<file path="src/logic/ifd_pkg.sv">
package ifd_pkg;
  localparam int INSN_W = 12;
  localparam int FILE_W = 5;
  localparam int BIT_W = 3;
  localparam int LIT_W = 8;
  localparam int JLIT_W = 9;
  localparam int PHASES = 4;
  localparam logic [1:0] PHASE_LAST = 2'h3;
  localparam logic [1:0] PHASE_FIRST = 2'h0;

  // Field positions
  localparam int D_POS = 5;
  localparam int B_LSB = 5;
  localparam int OP6_LSB = 6;
  localparam int OP4_LSB = 8;
  localparam int OP3_LSB = 9;

  // Opcode bits used for class, pc-change and skip decoding
  localparam logic [1:0] CLS_BYTE = 2'h0;
  localparam logic [1:0] CLS_BIT = 2'h1;
  localparam logic [1:0] CLS_LIT = 2'h3;
  localparam logic [2:0] OP3_JUMP = 3'h5;
  localparam logic [2:0] OP3_CALL = 3'h4;
  localparam logic [3:0] OP4_RET_LIT = 4'h8;
  localparam logic [3:0] OP4_SKIP_CLR = 4'h6;
  localparam logic [3:0] OP4_SKIP_SET = 4'h7;
  localparam logic [5:0] OP6_DEC_SKIP = 6'h0B;
  localparam logic [5:0] OP6_INC_SKIP = 6'h0F;
  localparam logic [11:0] INSN_RETURN_LIKE = 12'h002;

  typedef enum logic [1:0] {
    IFD_BYTE = 2'b00,
    IFD_BITOP = 2'b01,
    IFD_LIT = 2'b10,
    IFD_JUMP = 2'b11
  } ifd_class_e;

  typedef struct packed {
    ifd_class_e cls;
    logic [FILE_W-1:0] file_sel;
    logic to_file;
    logic [BIT_W-1:0] bit_pos;
    logic [JLIT_W-1:0] literal;
    logic changes_pc;
    logic may_skip;
  } ifd_fields_s;
endpackage

</file>
<file path="src/logic/ifd_decoder.sv">
`timescale 1ns/1ps
// What this block does
// [RULE1] Every instruction is taken as one 12-bit word: opcode plus operands.
// [RULE2] Byte instructions select one of 32 file registers.
// [RULE3] Byte destination bit: 0 writes accumulator, 1 writes file register.
// [RULE4] Bit instructions choose one bit of the addressed 8-bit register.
// [RULE5] Literal instructions supply 8-bit constant, jump supplies 9-bit constant.
// [RULE6] Instructions take one cycle unless a test is true or PC changes.
// [RULE7] True test or PC change makes the instruction take two cycles.
// [RULE8] One instruction cycle is four oscillator periods.
// [RULE9] Don't-care bits never change decoded behaviour.
// [RULE10] Byte format: opcode 11..6, destination bit 5, register 4..0.
// [RULE11] Bit format: opcode 11..8, bit position 7..5, register 4..0.
// [RULE12] Literal format: opcode 11..8, constant 7..0.
// [RULE13] Jump format: opcode 11..9, constant 8..0.
// [RULE14] A two-cycle indication is output per decoded instruction.
module ifd_decoder
  import ifd_pkg::*;
#(
  parameter int WORD_W = INSN_W
) (
  // Clock and reset
  input wire logic clk_i,
  input wire logic nrst_i,
  // Fetch side
  input wire logic [WORD_W-1:0] insn_i,
  input wire logic insn_valid_i,
  // Datapath condition feedback
  input wire logic test_true_i,
  // Decoded fields
  output ifd_fields_s fields_o,
  output logic fields_valid_o,
  // Timing
  output logic [1:0] phase_o,
  output logic cycle_end_o,
  output logic two_cycle_o,
  output logic flush_o
);
  ////////////////////////////////////////////////////////////////////
  logic [1:0] phase;
  logic cycle_end;

  ifd_phase_counter u_phase (
    .clk_i(clk_i),
    .nrst_i(nrst_i),
    .phase_o(phase),
    .cycle_end_o(cycle_end)
  );

  ////////////////////////////////////////////////////////////////////
  // Pure field extraction, shared between latch and checks
  function automatic ifd_fields_s decode(input logic [WORD_W-1:0] w);
    ifd_fields_s f;
    f = '0;
    f.file_sel = w[FILE_W-1:0]; // [RULE2] [RULE10] [RULE11]
    f.to_file = w[D_POS]; // [RULE3]
    f.bit_pos = w[B_LSB +: BIT_W]; // [RULE4] [RULE11]
    if (w[WORD_W-1 -: 2] == CLS_BYTE) begin
      f.cls = IFD_BYTE;
      // Among byte opcodes only the two count-and-test opcodes can skip
      f.may_skip = (w[WORD_W-1:OP6_LSB] == OP6_DEC_SKIP) || (w[WORD_W-1:OP6_LSB] == OP6_INC_SKIP); // [RULE6]
      // Return-style control word with no operands alters PC
      f.changes_pc = (w == INSN_RETURN_LIKE);
    end else if (w[WORD_W-1 -: 2] == CLS_BIT) begin
      f.cls = IFD_BITOP;
      f.may_skip = (w[WORD_W-1:OP4_LSB] == OP4_SKIP_CLR) || (w[WORD_W-1:OP4_LSB] == OP4_SKIP_SET); // [RULE6]
    end else if (w[WORD_W-1:OP3_LSB] == OP3_JUMP) begin
      f.cls = IFD_JUMP;
      f.literal = w[JLIT_W-1:0]; // [RULE5] [RULE13]
      f.changes_pc = 1'b1; // [RULE7]
    end else begin
      f.cls = IFD_LIT;
      f.literal = {1'b0, w[LIT_W-1:0]}; // [RULE5] [RULE12]
      f.changes_pc = (w[WORD_W-1:OP4_LSB] == OP4_RET_LIT) || (w[WORD_W-1:OP3_LSB] == OP3_CALL); // [RULE7]
    end
    return f;
  endfunction

  ////////////////////////////////////////////////////////////////////
  // Fields are latched at the start of an instruction cycle and stand for all four periods
  ifd_fields_s fields;
  ifd_fields_s next_fields;
  logic fields_valid;
  logic next_fields_valid;
  logic two_cycle;
  logic next_two_cycle;
  logic flush;
  logic next_flush;

  always_comb begin
    next_fields = fields;
    next_fields_valid = fields_valid;
    next_two_cycle = two_cycle;
    next_flush = flush;
    if (cycle_end) begin
      // Test result comes from the datapath during the executing cycle
      next_two_cycle = fields_valid && (fields.changes_pc || (fields.may_skip && test_true_i)); // [RULE6] [RULE7]
      next_flush = next_two_cycle; // [RULE14]
      // The word fetched behind a taken branch or skip is dropped, which makes the extra cycle
      if (insn_valid_i && !next_two_cycle) begin
        next_fields = decode(insn_i); // [RULE1] [RULE9]
        next_fields_valid = 1'b1;
      end else begin
        next_fields_valid = 1'b0;
      end
    end
  end

  always_ff @(posedge clk_i or negedge nrst_i) begin
    if (!nrst_i) begin
      fields <= '0;
      fields_valid <= 1'b0;
      two_cycle <= 1'b0;
      flush <= 1'b0;
    end else begin
      fields <= next_fields;
      fields_valid <= next_fields_valid;
      two_cycle <= next_two_cycle;
      flush <= next_flush;
    end
  end

  assign fields_o = fields;
  assign fields_valid_o = fields_valid;
  assign phase_o = phase;
  assign cycle_end_o = cycle_end;
  assign two_cycle_o = two_cycle;
  assign flush_o = flush;

  ////////////////////////////////////////////////////////////////////
  // Check-only view of the incoming word and of the decision to take it
  ifd_fields_s chk;
  logic take;
  assign chk = decode(insn_i);
  assign take = cycle_end && insn_valid_i && !next_two_cycle;

  // Field extraction from a taken word
  a_file_field: assert property (@(posedge clk_i) disable iff (!nrst_i)
    take |=> (fields.file_sel == $past(insn_i[FILE_W-1:0]))) // [RULE2]
    else $error("register number not taken from bits 4..0");
  a_dest_bit: assert property (@(posedge clk_i) disable iff (!nrst_i)
    take |=> (fields.to_file == $past(insn_i[D_POS]))) // [RULE3]
    else $error("destination bit not taken from bit 5");
  a_bit_pos: assert property (@(posedge clk_i) disable iff (!nrst_i)
    take |=> (fields.bit_pos == $past(insn_i[B_LSB +: BIT_W]))) // [RULE4]
    else $error("bit position not taken from bits 7..5");
  a_jump_lit: assert property (@(posedge clk_i) disable iff (!nrst_i)
    (take && chk.cls == IFD_JUMP)
      |=> (fields.literal == $past(insn_i[JLIT_W-1:0]) && fields.changes_pc)) // [RULE13]
    else $error("jump constant or pc change wrong");
  a_lit_eight: assert property (@(posedge clk_i) disable iff (!nrst_i)
    (take && chk.cls == IFD_LIT)
      |=> (fields.literal == {1'b0, $past(insn_i[LIT_W-1:0])})) // [RULE12]
    else $error("literal constant not taken from bits 7..0");
  a_lit_unused: assert property (@(posedge clk_i) disable iff (!nrst_i)
    (take && (chk.cls == IFD_BYTE || chk.cls == IFD_BITOP)) |=> (fields.literal == '0)) // [RULE9]
    else $error("unused constant field follows instruction bits");

  // Class, pc-change and skip decoding from the raw opcode bits
  a_byte_class: assert property (@(posedge clk_i) disable iff (!nrst_i)
    (take && insn_i[WORD_W-1 -: 2] == CLS_BYTE) |=> (fields.cls == IFD_BYTE)) // [RULE10]
    else $error("byte format word not decoded as byte class");
  a_bit_class: assert property (@(posedge clk_i) disable iff (!nrst_i)
    (take && insn_i[WORD_W-1 -: 2] == CLS_BIT) |=> (fields.cls == IFD_BITOP)) // [RULE11]
    else $error("bit format word not decoded as bit class");
  a_jump_class: assert property (@(posedge clk_i) disable iff (!nrst_i)
    (take && insn_i[WORD_W-1:OP3_LSB] == OP3_JUMP) |=> (fields.cls == IFD_JUMP)) // [RULE13]
    else $error("jump word not decoded as jump class");
  a_call_pc: assert property (@(posedge clk_i) disable iff (!nrst_i)
    (take && insn_i[WORD_W-1:OP3_LSB] == OP3_CALL) |=> fields.changes_pc) // [RULE7]
    else $error("call word not marked as pc change");
  a_skip_marked: assert property (@(posedge clk_i) disable iff (!nrst_i)
    (take && insn_i[WORD_W-1:OP4_LSB] == OP4_SKIP_CLR) |=> fields.may_skip) // [RULE6]
    else $error("bit test word not marked as skipping");
  a_plain_byte: assert property (@(posedge clk_i) disable iff (!nrst_i)
    (take && insn_i[WORD_W-1 -: 2] == CLS_BYTE && insn_i != INSN_RETURN_LIKE) |=> !fields.changes_pc) // [RULE6]
    else $error("plain byte word marked as pc change");

  // Taking and dropping words
  a_word_taken: assert property (@(posedge clk_i) disable iff (!nrst_i)
    take |=> fields_valid) // [RULE1]
    else $error("offered word not taken");
  a_idle_drop: assert property (@(posedge clk_i) disable iff (!nrst_i)
    (cycle_end && !insn_valid_i) |=> !fields_valid) // [RULE1]
    else $error("cycle without a word marked valid");

  // Cycle timing
  a_fields_stand: assert property (@(posedge clk_i) disable iff (!nrst_i)
    !cycle_end |=> $stable(fields) && $stable(two_cycle)) // [RULE1]
    else $error("decoded fields changed mid instruction cycle");
  a_pc_two_cyc: assert property (@(posedge clk_i) disable iff (!nrst_i)
    (cycle_end && fields_valid && fields.changes_pc) |=> two_cycle ##1 two_cycle[*3]) // [RULE7]
    else $error("pc change did not give a second cycle");
  a_one_cycle: assert property (@(posedge clk_i) disable iff (!nrst_i)
    (cycle_end && fields_valid && !fields.changes_pc && !(fields.may_skip && test_true_i)) |=> !two_cycle) // [RULE6]
    else $error("plain instruction took two cycles");
  a_flush_drop: assert property (@(posedge clk_i) disable iff (!nrst_i)
    two_cycle |-> !fields_valid) // [RULE14]
    else $error("fetched word not discarded in second cycle");
  a_skip_two_cyc: assert property (@(posedge clk_i) disable iff (!nrst_i)
    (cycle_end && fields_valid && fields.may_skip && test_true_i) |=> two_cycle) // [RULE7]
    else $error("true skip test did not give a second cycle");
  a_extra_once: assert property (@(posedge clk_i) disable iff (!nrst_i)
    (cycle_end && two_cycle) |=> !two_cycle) // [RULE7]
    else $error("extra cycle lasted more than one instruction cycle");
  a_valid_stand: assert property (@(posedge clk_i) disable iff (!nrst_i)
    !cycle_end |=> $stable(fields_valid) && $stable(flush)) // [RULE6]
    else $error("valid or flush changed mid instruction cycle");
  a_cycle_len: assert property (@(posedge clk_i) disable iff (!nrst_i)
    cycle_end |=> !cycle_end[*3] ##1 cycle_end) // [RULE8]
    else $error("instruction cycle not four periods");

  c_skip_taken: cover property (@(posedge clk_i) disable iff (!nrst_i)
    cycle_end && fields_valid && fields.may_skip && test_true_i);
  c_jump: cover property (@(posedge clk_i) disable iff (!nrst_i)
    cycle_end && fields_valid && fields.cls == IFD_JUMP);
  c_bit_op: cover property (@(posedge clk_i) disable iff (!nrst_i)
    cycle_end && fields_valid && fields.cls == IFD_BITOP);
  c_byte_to_file: cover property (@(posedge clk_i) disable iff (!nrst_i)
    fields_valid && fields.cls == IFD_BYTE && fields.to_file);
  c_word_refused: cover property (@(posedge clk_i) disable iff (!nrst_i)
    cycle_end && next_two_cycle && insn_valid_i);
endmodule

</file>
<file path="src/logic/ifd_phase_counter.sv">
`timescale 1ns/1ps
module ifd_phase_counter
  import ifd_pkg::*;
(
  // Clock and reset
  input wire logic clk_i,
  input wire logic nrst_i,
  // Phase
  output logic [1:0] phase_o,
  output logic cycle_end_o
);
  logic [1:0] phase;
  logic [1:0] next_phase;

  always_comb begin
    next_phase = phase + 2'h1; // [RULE8]
  end

  always_ff @(posedge clk_i or negedge nrst_i) begin
    if (!nrst_i) begin
      phase <= PHASE_FIRST;
    end else begin
      phase <= next_phase;
    end
  end

  assign phase_o = phase;
  assign cycle_end_o = (phase == PHASE_LAST);

  a_phase_wrap: assert property (@(posedge clk_i) disable iff (!nrst_i)
    (phase == PHASE_LAST) |=> (phase == PHASE_FIRST)) // [RULE8]
    else $error("phase did not wrap after four periods");
endmodule

</file>
<file path="config.mk">
export PLATFORM = sky130hd
export DESIGN_NAME = ifd_decoder
export DESIGN_NICKNAME = d
export VERILOG_FILES = /design/src/logic/ifd_pkg.sv /design/src/logic/ifd_decoder.sv /design/src/logic/ifd_phase_counter.sv
export SDC_FILE = /design/constraint.sdc
export NUM_CORES = 1
export LEC_CHECK = 0
export BUFFER_PORTS_ARGS = -buffer_cell sky130_fd_sc_hd__buf_2
export CAP_MARGIN = 10
export CELL_PAD_IN_SITES_DETAIL_PLACEMENT = 0
export CELL_PAD_IN_SITES_GLOBAL_PLACEMENT = 1
export CORE_MARGIN = 2
export CORE_UTILIZATION = 38
export DETAILED_ROUTE_END_ITERATION = 6
export PLACE_DENSITY = 0.89
export SYNTH_ARGS = -nofsm -noshare
export SYNTH_HDL_FRONTEND = slang
export SYNTH_SLANG_ARGS = --single-unit
</file>
<file path="constraint.sdc">
create_clock -name clk_i -period 3.35 [get_ports clk_i]
set_input_delay 0.8375 -clock clk_i [delete_from_list [all_inputs] [get_ports clk_i]]
set_output_delay 0.8375 -clock clk_i [all_outputs]
set_load 0.1 [all_outputs]
</file>
==> impl_metrics.toml <==
[run_status]
status = "finished clean"

[global_routing]
grt_remaining_overflow = 0
grt_pass1_vias = 785
grt_max_degree = 26
grt.met1_usage_pct = 18.0
grt_antenna_before_repair = 0
grt_first_pass_wirelength_mm = 3.49
busiest_layer = "met2"
grtUsageTotal_pct = 14.2
grt_use_met3_pct = 3.85
grtUsageMet2_pct = 22.2

[min_path]
hold_path.class = "input port to async pin"

[worst_setup_path]
worstPathRequired_ns = 2.51
max_stage_delay_ns = 0.43
critPathArrivalTime_ns = 1.35
end_kind = "primary output"
path_class = "register to primary output"
cpMaxStageDelayCell = "buf_2"
crit_path_start_kind = "register"
crit_chain = "ha_1 -> buf_2"
crit_fanout = 3

[pwr]
ir_drop_mv = 0.438
finalPower_mw = 0.908
seqPwrFrac_pct = 39.6
p_leak_nw = 0.690
power_frac_clock_pct = 14.8
combPwrFrac_pct = 45.7
internal-power_mw = 0.444
p_sw_mw = 0.463
swShare_pct = 51.1
power_density_mw_per_mm2 = 684

[detailed_routing]
first_pass_iters = 3
antenna_left = 0
vias_per_cell = 4.77
postRouteWirelength_mm = 2.10
post_drt_wl_per_cell_um = 13.0
route.detailed.drc = 0
vias = 773
initialDrtViolationCount = 18

[finish]
diodes = 0
final_common_cell = "buf_2"
seq_area_um2 = 626
mostFrequentLayoutCells = "43 x buf_2, 25 x dfrtp_1, 12 x mux2_2"
area.growth.synth_to_final_pct = 23.4
fillCellCount = 277
fin_area_mm2 = 0.00133
multiInputGateArea_um2 = 370
layout.nets = 149
fin_util_pct = 48.9
drive_gt1_share_pct = 46.6

[clocking]
cts_max_level = 1
cts_buffers = 3
clock_path_buffers = 2
cts_setup_buffers = 0
clkSlewWorstSetupHoldPaths_ns = 0.14
ctsResizeCount = 0
root_buffer = "clkbuf_4"
cts_tree = "done"
hold_buffers = 0
cts_sinks = 25
clock_latency_ns = 0.32

[synth]
ys_seq_area_share_pct = 58.2
ys_ff_latch = 25
synthesis.instances = 88
ys_warn_count = 0
syn_area_mm2 = 0.00107
syn-num-nets = 105
synth_area_per_cell_um2 = 12.2
ys_types = 19

[sta]
slew_headroom_pct = 65.2
finClkSkew_ns = 0.0125
fmax_mhz = 458
hold_viol_final = 0
rsz0062_at_grt = "no"
fin_setup_tns_ns = 0
setup_ws_ns = 1.17
worstMarginPinSlew_ns = 0.522
slew_violations = 0
setup_violations = 0
layout_worst_path_cycle_share_pct = 65.2
period_minus_slack_ns = 2.18

[placement]
place_hpwl_mm = 1.61
place_area_mm2 = 0.00130
gp_congestion = 0.782
dp_slack_ns = 0.992
portBuffers = 43

[die]
start_util_pct = 39.7
io_pins = 44
coreArea_mm2 = 0.00271
rows = 19
fp.dieW_um = 57.2
dieArea_mm2 = 0.00327
die_h_um = 57.2

[job]
maxCapViolations = 0
power groups by stage:
stage | Combinational, mW | Clock, mW | Sequential, mW
3_3_place_gp | 0.414 | 0 | 0.364
4_1_cts | 0.418 | 0.139 | 0.360
6_report | 0.414 | 0.134 | 0.359
3_5_place_dp | 0.417 | 0 | 0.366
2_1_floorplan | 0.0702 | 0 | 0.643
5_1_grt | 0.430 | 0.152 | 0.363
final timing paths:
check | slack, ns | startpoint | cells past startpoint | endpoint
setup / recovery | 1.17 | u_phase.phase_o[0] | 2 | cycle_end_o
hold / removal | 0.46 | nrst_i | 1 | fields_o[15]
setup reg to reg | 1.48 | u_phase.phase_o[0] | 5 | fields_o[11]
hold reg to reg | 0.47 | u_phase.phase_o[0] | 1 | u_phase.phase_o[0]
max in group asynchronous | 2.52 | nrst_i | 1 | fields_o[1]
min in group clk_i | 0.47 | u_phase.phase_o[0] | 1 | u_phase.phase_o[0]
routing by layer:
metal	vias to the layer above	share of wire (%)
li1	375	-
met1	370	44
met2	23	48
met3	5	5.5
met4	0	2.3
met5	-	0
flip-flops by register name (all words and copies together), names as in the netlist:
name / flops
fields_valid_o: 1
u_phase.phase_o: 2
fields_o: 21
flush_o: 1
critical path: cells and delay by family, from the launching register on:
family                   cells  cell delay (ns)
flip-flops                   1             0.40
buffers and inverters        1             0.43
adder cells (fa/ha/maj)      1             0.19
cell families (layout without fill, tap and decap cells):
logic type / count (synthesis) / count (layout) / synth area share (%)
buffers and inverters: 16 / 59 / 7.33
AO/OA/AOI/OAI: 7 / 7 / 4.54
flip-flops: 25 / 25 / 58.2
AND/OR/NAND/NOR: 18 / 18 / 7.80
adder cells (fa/ha/maj): 1 / 1 / 1.16
multiplexers: 21 / 21 / 21.0
synthesized netlist by cell type:
| cell | n | share of area [%] |
|---|---|---|
| dfrtp_1 | 25 | 58 |
| mux2_2 | 12 | 13 |
| inv_1 | 11 | 3.8 |
| nand2_1 | 11 | 3.8 |
| mux2i_1 | 9 | 8.4 |
| buf_4 | 3 | 2.1 |
| a21o_1 | 2 | 1.4 |
| a21oi_1 | 2 | 0.93 |
| nor2b_1 | 2 | 1.2 |
| nor4_1 | 2 | 1.2 |
| a21oi_2 | 1 | 0.82 |
| a41o_1 | 1 | 0.93 |
| and3_1 | 1 | 0.58 |
| buf_6 | 1 | 1.0 |
| clkbuf_1 | 1 | 0.35 |
| ha_1 | 1 | 1.2 |
| nor2_1 | 1 | 0.35 |
| nor3b_1 | 1 | 0.70 |
| o21ai_0 | 1 | 0.47 |
per-stage QoR:
stage / hold WS (ns) / cells
floorplan: 0.542 / 88
detailed placement: 0.458 / 158
CTS: 0.480 / 162
global placement: 0.432 / 158
finish: 0.462 / 162
global route: 0.501 / 162
cell type report:
| class | instances | share of cell area, % |
|---|---|---|
| Clock buffer | 3 | 1.70 |
| Clock inverter | 1 | 0.377 |
| Inverter | 11 | 3.11 |
| Multi-Input combinational cell | 47 | 27.9 |
| Sequential cell | 25 | 47.2 |
| Tap cell | 31 | 2.92 |
| Timing Repair Buffer | 44 | 16.8 |
Note: power is estimated with default switching activity, not from simulation.
